--- src/psl_strap_pkg.sv ---
// Operation
// - At reset release three strap pins are captured as management address bits 2 to 0, any value 0 to 7.
// - With every address strap at its pull default the management address reads 00001.
// - Management address bits 4 and 3 cannot be strapped and always read zero.
// - A 3-bit mode code is captured at release: 001 normal without crossover, 101 back-to-back with crossover, 111 normal with crossover, the rest reserved.
// - The auto-negotiation strap is captured at release inverted into bit 12 of control register 0h.
// - A high auto-negotiation strap (the pulled-up default) disables auto-negotiation and a low one enables it.
// - A high NAND-tree strap (the default) keeps normal operation and a low one enables NAND-tree test mode.
// - A high line-filter strap disables the emission filter and a low one (the default) enables it.
// - Every strap pin is an input with a weak pull during reset and takes up its output function after release.
// - After reset, software writes to bit 12 of control register 0h override the strapped auto-negotiation setting.
// - The chip reset pin is active low and straps are captured on its low-to-high transition.
package psl_strap_pkg;

  // ------------------------------------------------------------
  // Register map
  // ------------------------------------------------------------
  localparam logic [4:0]  PSL_CTRL_ADDR   = 5'h00;
  localparam logic [4:0]  PSL_STRAP_ADDR  = 5'h10;
  localparam int          PSL_CTRL_AN_BIT = 12;
  localparam logic [15:0] PSL_CTRL_MASK   = 16'h1000;

  // ------------------------------------------------------------
  // Strap defaults and mode codes
  // ------------------------------------------------------------
  localparam logic [4:0] PSL_ADDR_RST  = 5'h01;
  localparam logic [2:0] PSL_MODE_RST  = 3'h1;
  localparam logic [2:0] PSL_MODE_NRM  = 3'h1;
  localparam logic [2:0] PSL_MODE_B2B  = 3'h5;
  localparam logic [2:0] PSL_MODE_NRMX = 3'h7;
  localparam logic       PSL_AN_DIS_RST = 1'h1;
  localparam logic       PSL_NAND_RST   = 1'h1;
  localparam logic       PSL_FILT_RST   = 1'h0;

  // Shared strap pins, one bit each
  typedef struct packed {
    logic mgmt_addr_strap_bit2;
    logic mgmt_addr_strap_bit1;
    logic mgmt_addr_strap_bit0;
    logic mode_strap_bit2;
    logic mode_strap_bit1;
    logic mode_strap_bit0;
    logic disable_strap_a;
    logic nand_tree_strap_n;
    logic line_filter_disable_strap;
  } psl_pins_t;

  localparam logic [8:0] PSL_PINS_OFF = 9'h1FF;

  // Captured configuration
  typedef struct packed {
    logic [2:0] addr;
    logic [2:0] mode;
    logic       nand_n;
    logic       filt_dis;
  } psl_cfg_t;

  localparam psl_cfg_t PSL_CFG_RST = '{addr:     PSL_ADDR_RST[2:0],
                                       mode:     PSL_MODE_RST,
                                       nand_n:   PSL_NAND_RST,
                                       filt_dis: PSL_FILT_RST};

  typedef enum logic [1:0] {
    PSL_ST_RESET = 2'h1,
    PSL_ST_RUN   = 2'h2
  } psl_state_t;

endpackage

--- src/psl_strap_latch.sv ---
`timescale 1ns/100ps
module psl_strap_latch (
  input  wire logic                     core_clk,
  input  wire logic                     rst,
  input  wire logic                     chip_reset_n,
  input  wire psl_strap_pkg::psl_pins_t pin_in,
  input  wire psl_strap_pkg::psl_pins_t fn_out,
  output logic [8:0]                    pin_out,
  output logic [8:0]                    pin_oe_n,
  input  wire logic [4:0]               reg_addr,
  input  wire logic [15:0]              reg_wdata,
  input  wire logic                     reg_wr,
  input  wire logic                     reg_rd,
  output logic [15:0]                   reg_rdata,
  output logic [4:0]                    mgmt_addr,
  output logic [2:0]                    mode_code,
  output logic                          mode_b2b,
  output logic                          mode_xover_en,
  output logic                          mode_reserved,
  output logic                          disable_strap_a_en,
  output logic                          nand_tree_en,
  output logic                          line_filter_en
);

  // ------------------------------------------------------------
  // State and storage
  // ------------------------------------------------------------
  psl_strap_pkg::psl_state_t state_ff;
  psl_strap_pkg::psl_state_t nxt_state;
  psl_strap_pkg::psl_cfg_t   cfg_ff;
  psl_strap_pkg::psl_cfg_t   nxt_cfg;
  logic                      an_ctrl_ff;
  logic                      nxt_an_ctrl;
  logic [8:0]                pin_out_ff;
  logic [8:0]                pin_oe_n_ff;
  logic [15:0]               rdata_ff;
  logic [15:0]               nxt_rdata;
  logic                      capture;
  logic                      ctrl_wr;
  logic [15:0]               ctrl_word;
  logic [15:0]               strap_word;

  // Decode of a mode code into crossover enable
  function automatic logic mode_xover(input logic [2:0] code);
    mode_xover = (code == psl_strap_pkg::PSL_MODE_B2B) ||
                 (code == psl_strap_pkg::PSL_MODE_NRMX);
  endfunction

  // Decode of a mode code into reserved flag
  function automatic logic mode_rsvd(input logic [2:0] code);
    mode_rsvd = !mode_xover(code) && (code != psl_strap_pkg::PSL_MODE_NRM);
  endfunction

  // ------------------------------------------------------------
  // Reset tracking and strap capture
  // ------------------------------------------------------------
  // Capture happens on the first cycle chip reset is seen high
  // Gated by rst so that the last reset edge is never taken for a capture
  assign capture = !rst && chip_reset_n &&
                   (state_ff == psl_strap_pkg::PSL_ST_RESET);

  // Next state follows the chip reset pin
  always_comb begin
    case (state_ff)
      psl_strap_pkg::PSL_ST_RESET: begin
        nxt_state = chip_reset_n ? psl_strap_pkg::PSL_ST_RUN : psl_strap_pkg::PSL_ST_RESET;
      end
      psl_strap_pkg::PSL_ST_RUN: begin
        nxt_state = chip_reset_n ? psl_strap_pkg::PSL_ST_RUN : psl_strap_pkg::PSL_ST_RESET;
      end
      default: begin
        nxt_state = psl_strap_pkg::PSL_ST_RESET;
      end
    endcase
  end

  // Configuration loads only at release and is held otherwise
  always_comb begin
    nxt_cfg = cfg_ff;
    if (capture) begin
      nxt_cfg.addr     = {pin_in.mgmt_addr_strap_bit2, pin_in.mgmt_addr_strap_bit1,
                          pin_in.mgmt_addr_strap_bit0};
      nxt_cfg.mode     = {pin_in.mode_strap_bit2, pin_in.mode_strap_bit1,
                          pin_in.mode_strap_bit0};
      nxt_cfg.nand_n   = pin_in.nand_tree_strap_n;
      nxt_cfg.filt_dis = pin_in.line_filter_disable_strap;
    end
  end

  // ------------------------------------------------------------
  // Control register bit 12
  // ------------------------------------------------------------
  assign ctrl_wr = reg_wr && (reg_addr == psl_strap_pkg::PSL_CTRL_ADDR) &&
                   (state_ff == psl_strap_pkg::PSL_ST_RUN);

  // Strap loads the enable bit at release, software owns it afterwards
  always_comb begin
    nxt_an_ctrl = an_ctrl_ff;
    if (capture) begin
      nxt_an_ctrl = !pin_in.disable_strap_a;
    end else if (ctrl_wr) begin
      nxt_an_ctrl = reg_wdata[psl_strap_pkg::PSL_CTRL_AN_BIT];
    end
  end

  always_ff @(posedge core_clk) begin
    if (rst) begin
      state_ff   <= psl_strap_pkg::PSL_ST_RESET;
      cfg_ff     <= psl_strap_pkg::PSL_CFG_RST;
      an_ctrl_ff <= !psl_strap_pkg::PSL_AN_DIS_RST;
    end else begin
      state_ff   <= nxt_state;
      cfg_ff     <= nxt_cfg;
      an_ctrl_ff <= nxt_an_ctrl;
    end
  end

  // ------------------------------------------------------------
  // Shared pin drivers
  // ------------------------------------------------------------
  // Pins float on their weak pulls while reset is low, then drive the normal function
  always_ff @(posedge core_clk) begin
    if (rst) begin
      pin_oe_n_ff <= psl_strap_pkg::PSL_PINS_OFF;
      pin_out_ff  <= 9'h000;
    end else begin
      pin_oe_n_ff <= chip_reset_n ? 9'h000 : psl_strap_pkg::PSL_PINS_OFF;
      pin_out_ff  <= fn_out;
    end
  end

  assign pin_out  = pin_out_ff;
  assign pin_oe_n = pin_oe_n_ff;

  // ------------------------------------------------------------
  // Register read path
  // ------------------------------------------------------------
  assign ctrl_word  = an_ctrl_ff ? psl_strap_pkg::PSL_CTRL_MASK : 16'h0000;
  assign strap_word = {6'h00, cfg_ff.filt_dis, cfg_ff.nand_n, cfg_ff.mode, mgmt_addr};

  // Unmapped addresses read zero
  always_comb begin
    nxt_rdata = 16'h0000;
    if (reg_rd && reg_addr == psl_strap_pkg::PSL_CTRL_ADDR) begin
      nxt_rdata = ctrl_word;
    end else if (reg_rd && reg_addr == psl_strap_pkg::PSL_STRAP_ADDR) begin
      nxt_rdata = strap_word;
    end
  end

  always_ff @(posedge core_clk) begin
    if (rst) begin
      rdata_ff <= 16'h0000;
    end else begin
      rdata_ff <= nxt_rdata;
    end
  end

  assign reg_rdata = rdata_ff;

  // ------------------------------------------------------------
  // Configuration outputs
  // ------------------------------------------------------------
  assign mgmt_addr      = {2'h0, cfg_ff.addr};
  assign mode_code      = cfg_ff.mode;
  assign mode_xover_en  = mode_xover(cfg_ff.mode);
  assign mode_b2b       = (cfg_ff.mode == psl_strap_pkg::PSL_MODE_B2B);
  assign mode_reserved  = mode_rsvd(cfg_ff.mode);
  assign disable_strap_a_en     = an_ctrl_ff;
  assign nand_tree_en   = !cfg_ff.nand_n;
  assign line_filter_en = !cfg_ff.filt_dis;
endmodule

--- config.mk ---
export PLATFORM = sky130hd
export DESIGN_NAME = psl_strap_latch
export DESIGN_NICKNAME = d
export VERILOG_FILES = /design/src/psl_strap_pkg.sv /design/src/psl_strap_latch.sv
export SDC_FILE = /design/constraint.sdc
export NUM_CORES = 1
export LEC_CHECK = 0
export BUFFER_PORTS_ARGS = -buffer_cell sky130_fd_sc_hd__buf_2
export CORE_MARGIN = 4
export CORE_UTILIZATION = 41
export CTS_BUF_LIST = sky130_fd_sc_hd__clkbuf_16
export DETAILED_ROUTE_END_ITERATION = 8
export GPL_TIMING_DRIVEN = 0
export PLACE_DENSITY_LB_ADDON = 0.08
export SYNTH_ARGS = -nofsm -noshare
export SYNTH_HDL_FRONTEND = slang
export SYNTH_SLANG_ARGS = --single-unit
export TNS_END_PERCENT = 1
--- constraint.sdc ---
create_clock -name core_clk -period 4.2 [get_ports core_clk]
set_input_delay 1.26 -clock core_clk [delete_from_list [all_inputs] [get_ports core_clk]]
set_output_delay 1.26 -clock core_clk [all_outputs]
set_load 0.05 [all_outputs]
======== After elaboration in Yosys (flattened, before gate mapping) ========
Cells that the tools add are included.
W data, S select, Z words.
cells by class
  equal/unequal tests ..................... 6
  bitwise operators ....................... 1
  reductions and logical operators ........ 17
  muxes and demuxes ....................... 7
operators by type and width
  kind                  count
  $mux W13              2
  $mux W10              1
  $mux W9               1
  $logic_and A1 B1 Y1   7
  $eq A3 B3 Y1 const B  2
  $eq A5 B5 Y1 const B  1
  $logic_not A1 Y1      5
  $logic_not A5 Y1      1
  $reduce_or A2 Y1      2
  $ne A3 B1 Y1 const B  1
  $eq A2 B1 Y1 const B  1
  $eq A2 B2 Y1 const B  1
  $mux W1               2
  $mux W2               1
  $reduce_bool A2 Y1    1
  $logic_or A1 B1 Y1    1
  $not A1 Y1            1
storage, ports and cells
  output and inout port bits .............. 48
  input port bits ......................... 44
  bits in registers ....................... 45

======== Depth between registers and ports, before layout ========
  depth after elaboration ................. 5
  gate-level depth with buffers ........... 6

======== Worst setup path after synthesis ========
OpenSTA, ideal clock, no wires.
  path kind ............................... reg2out
  start ................................... register cfg_ff, in the netlist mode_code[1]
  end ..................................... output mode_reserved
  required time ........................... 2.940 ns
  buffers on the path ..................... 0
  stages on the path, launching flop included .. 3
  arrival ................................. 1.481 ns
  path slack .............................. 1.459 ns
  cell sequence ........................... dfxtp_1 -> inv_1 -> o21ai_0
between the ends
  longest elaborated chain between the ends .. 4
  elaborated cells between the ends (all ways) .. 6
ends and longest elaborated chain
  item                                    RTL line                                      text
  start, declared                         psl_strap_latch.sv:30                         psl_strap_pkg::psl_cfg_t cfg_ff;
  start signal, assigned                  psl_strap_latch.sv:109                        cfg_ff <= psl_strap_pkg::PSL_CFG_RST;
  start signal, assigned                  psl_strap_latch.sv:113                        cfg_ff <= nxt_cfg;
  $eq A3 B3 Y1, on equally long branches  psl_strap_latch.sv:45, psl_strap_latch.sv:46
  $logic_or A1 B1 Y1                      psl_strap_latch.sv:45                         mode_xover = (code == psl_strap_pkg::PSL_MODE_B2B) ||
  $logic_not A1 Y1                        psl_strap_latch.sv:51                         mode_rsvd = !mode_xover(code) && (code != psl_strap_pkg::PSL_MODE_NRM);
  $logic_and A1 B1 Y1 *                   psl_strap_latch.sv:51
  end, declared                           psl_strap_latch.sv:19                         output logic mode_reserved,
Mark *: on every way between the ends. The rest lies on a longest branch, timed or not.

======== Worst setup path after layout ========
  start ................................... input reg_addr[1]
  end ..................................... register rdata_ff[2], in the netlist reg_rdata[2]
between the ends
  longest elaborated chain between the ends .. 4
  elaborated cells between the ends (all ways) .. 6
ends and longest elaborated chain
  item                  RTL line                text
  start, declared       psl_strap_latch.sv:10   input wire logic [4:0] reg_addr,
  $eq A5 B5 Y1          psl_strap_latch.sv:146  end else if (reg_rd && reg_addr == psl_strap_pkg::PSL_STRAP_ADDR) begin
  $logic_and A1 B1 Y1   psl_strap_latch.sv:146
  $mux W10              psl_strap_latch.sv:146
  $mux W13 *            psl_strap_latch.sv:144  if (reg_rd && reg_addr == psl_strap_pkg::PSL_CTRL_ADDR) begin
  end signal, assigned  psl_strap_latch.sv:155  rdata_ff <= nxt_rdata;
  end, declared         psl_strap_latch.sv:36   logic [15:0] rdata_ff;
Marked as above.
A chain may end at the register's enable or synchronous reset.

==> out/metrics.cfg <==
[status]
status=finished clean

[sta]
period_share=0.5912
worst_slew_pin_slew_ns=0.5290
period_needed_ns=2.483
holdWs_ns=0.4819
rsz0062_at_grt=no
setup_tns_ns=0
drv_slew=0
relSlewSlack=0.6446
skew_ns=0.003154
finalSetupViolations=0
fmax_mhz=402.7
hold_viol_final=0

[floorplanning]
chipHeight_um=61.48
num_rows=19
start_util=0.4288
die_x_um=61.48
io_pins=92
core_area_um2=2734
die-area_um2=3779

[clock_network]
cts_max_level=2
insertion_delay_ns=0.27
clkTransAtPathRegs_ns=0.05
clock-sinks=30
cts_setup_buffers=0
cts_tree=done
cts_buffer_depth=2
ctsHoldBuffers=0
cts_buffers=5
ctsResizeCount=0
cts-root-buf=clkbuf_16

[synth]
yosys.area.top_type_share=0.5123
synth.avg_cell_area_um2=9.455
netlist_top_cells_area=dfxtp_1, buf_4, nor2b_1
syn-instance-count=124
seq_area_frac_synth=0.5123
ys_ff_latch=30
yosysWarnings=0
synth_area_um2=1172
yosysTopAreaCell=dfxtp_1
ys_types=22

[pwr]
ir_worst_vdd_v=0.0004012
p_int_uw=560.5
swShare=0.2904
p_leak_uw=0.0009283
switchingPower_uw=229.3
comb_power_share=0.205
cellPowerDensity_nw_per_um2=460.8
seqPwrFrac=0.388
p_clk_frac=0.407

[global_route]
grt_pass1_vias=927
antenna_found_initial=0
gr-total-overflow=0
grt_max_degree=11
track_usage=0.1470
grt_pass1_wl_um=3919

[placement]
io_buffers=67
dp_hpwl_um=1968
gp_congestion=0.7527

[critical_path]
worstSetupPathType=input pin to flip-flop
max_stage_delay_ns=0.51
worstPathArrival_ns=2.69
crit_required_ns=4.41
path_cells=buf_2 -> or4_1 -> clkbuf_2 -> nor3_1 -> and2_1
end_kind=flip-flop
cp_max_fo=7
slowest_stage=or4_1
worstSetupStartpointType=input pin

[finish]
layout_commonest_cell=buf_2
antenna_cells=0
nFillCells=256
mostFrequentLayoutCells=buf_2, dfxtp_1, buf_4, inv_1
area_growth_pct=46.21
layout.area.seq_um2=600.6
drive_gt1_frac=0.4783
final_net_count=252
multi_input_area_um2=364.1

[run]
max_cap_violations=0

[route]
num_vias=1009
drc=0
drtPass1Iterations=4
detail_route.vias_per_cell=4.239
drtAntennaViolNets=0
drtIter0Drc=14
wl_per_cell_um=10.82
wirelength_um=2576

[hold_path]
hold_class=flip-flop to flip-flop

==> metrics by stage <==
step	utilization	total power (uW)	cells	worst slack [ns]	cell area, um^2
after floorplan	-	437.4	132	1.459	1202
after global routing	0.6270	828.9	238	1.566	1714
after CTS	0.6270	800.4	238	1.653	1714
after detailed placement	0.5767	474.2	230	1.378	1577
final	0.6270	789.8	238	1.717	1714
after global placement	0.5767	472.1	230	1.418	1577
==> routing by layer <==
metal / routed length [um] / global-route usage / vias to the layer above
met5: 0 / 0 / -
met4: 21 / 0.07273 / 0
met3: 307 / 0.07966 / 2
met2: 1327 / 0.2508 / 44
met1: 919 / 0.1449 / 440
li1: - / - / 523
==> flip-flops by register name, summed over array words and instances (netlist names) <==
name / flops
mode_code: 3
mgmt_addr: 3
reg_rdata: 9
pin_out: 9
state_ff: 2
disable_strap_a_en: 1
cfg_ff: 2
pin_oe_n: 1
==> layout make-up <==
class,count,area share
inverter,13,0.02847
clock buffer,5,0.07299
timing repair buffer,67,0.1956
buffer,27,0.1102
multi-input combinational,62,0.2124
sequential,30,0.3504
clock inverter,3,0.007299
tap,31,0.02263
==> Yosys cell counts, drive strengths merged <==
cell type  count
dfxtp         30
buf           23
inv           13
nor2b          9
and2           7
nand3b         7
o21ai          7
nor2           6
clkbuf         4
a21oi          3
nor4           3
ha             2
nand2b         2
a31o           1
a31oi          1
conb           1
nor3           1
nor4b          1
or2            1
or3            1
or4            1
==> kinds of logic after synthesis <==
kind of cell / after synthesis / share of synthesized area
AO/OA/AOI/OAI: 12 / 0.05549
AND/OR/NAND/NOR: 39 / 0.2049
flip-flops: 30 / 0.5123
buffers and inverters: 40 / 0.2028
adder cells (fa/ha/maj): 2 / 0.02134
other: 1 / 0.003199
==> worst paths after layout <==
check,startpoint,to,slack (ns),depth (start not counted)
setup / recovery,reg_addr[1],reg_rdata[2]$_SDFF_PP0_,1.72,5
setup reg to reg,state_ff[1]$_SDFF_PP0_,mode_code[0]$_SDFFE_PP1P_,2.62,6
hold / removal,mgmt_addr[1]$_SDFFE_PP0P_,reg_rdata[1]$_SDFF_PP0_,0.48,1
hold reg to reg,mgmt_addr[1]$_SDFFE_PP0P_,reg_rdata[1]$_SDFF_PP0_,0.48,1
==> worst max-delay path: cells and delay by family <==
| family | cells | cell delay (ns) |
|---|---|---|
| buffers and inverters | 2 | 0.26 |
| and+or+nand+nor | 3 | 1.18 |
==> power by group through the flow <==
stage | sequential [uW] | clock (uW) | combinational, uW
after global placement | 311 | 0 | 161
final | 307 | 321 | 162
after CTS | 307 | 330 | 163
after floorplan | 332 | 0 | 105
after detailed placement | 312 | 0 | 162
after global routing | 308 | 348 | 173
(Power assumes the default switching activity.)
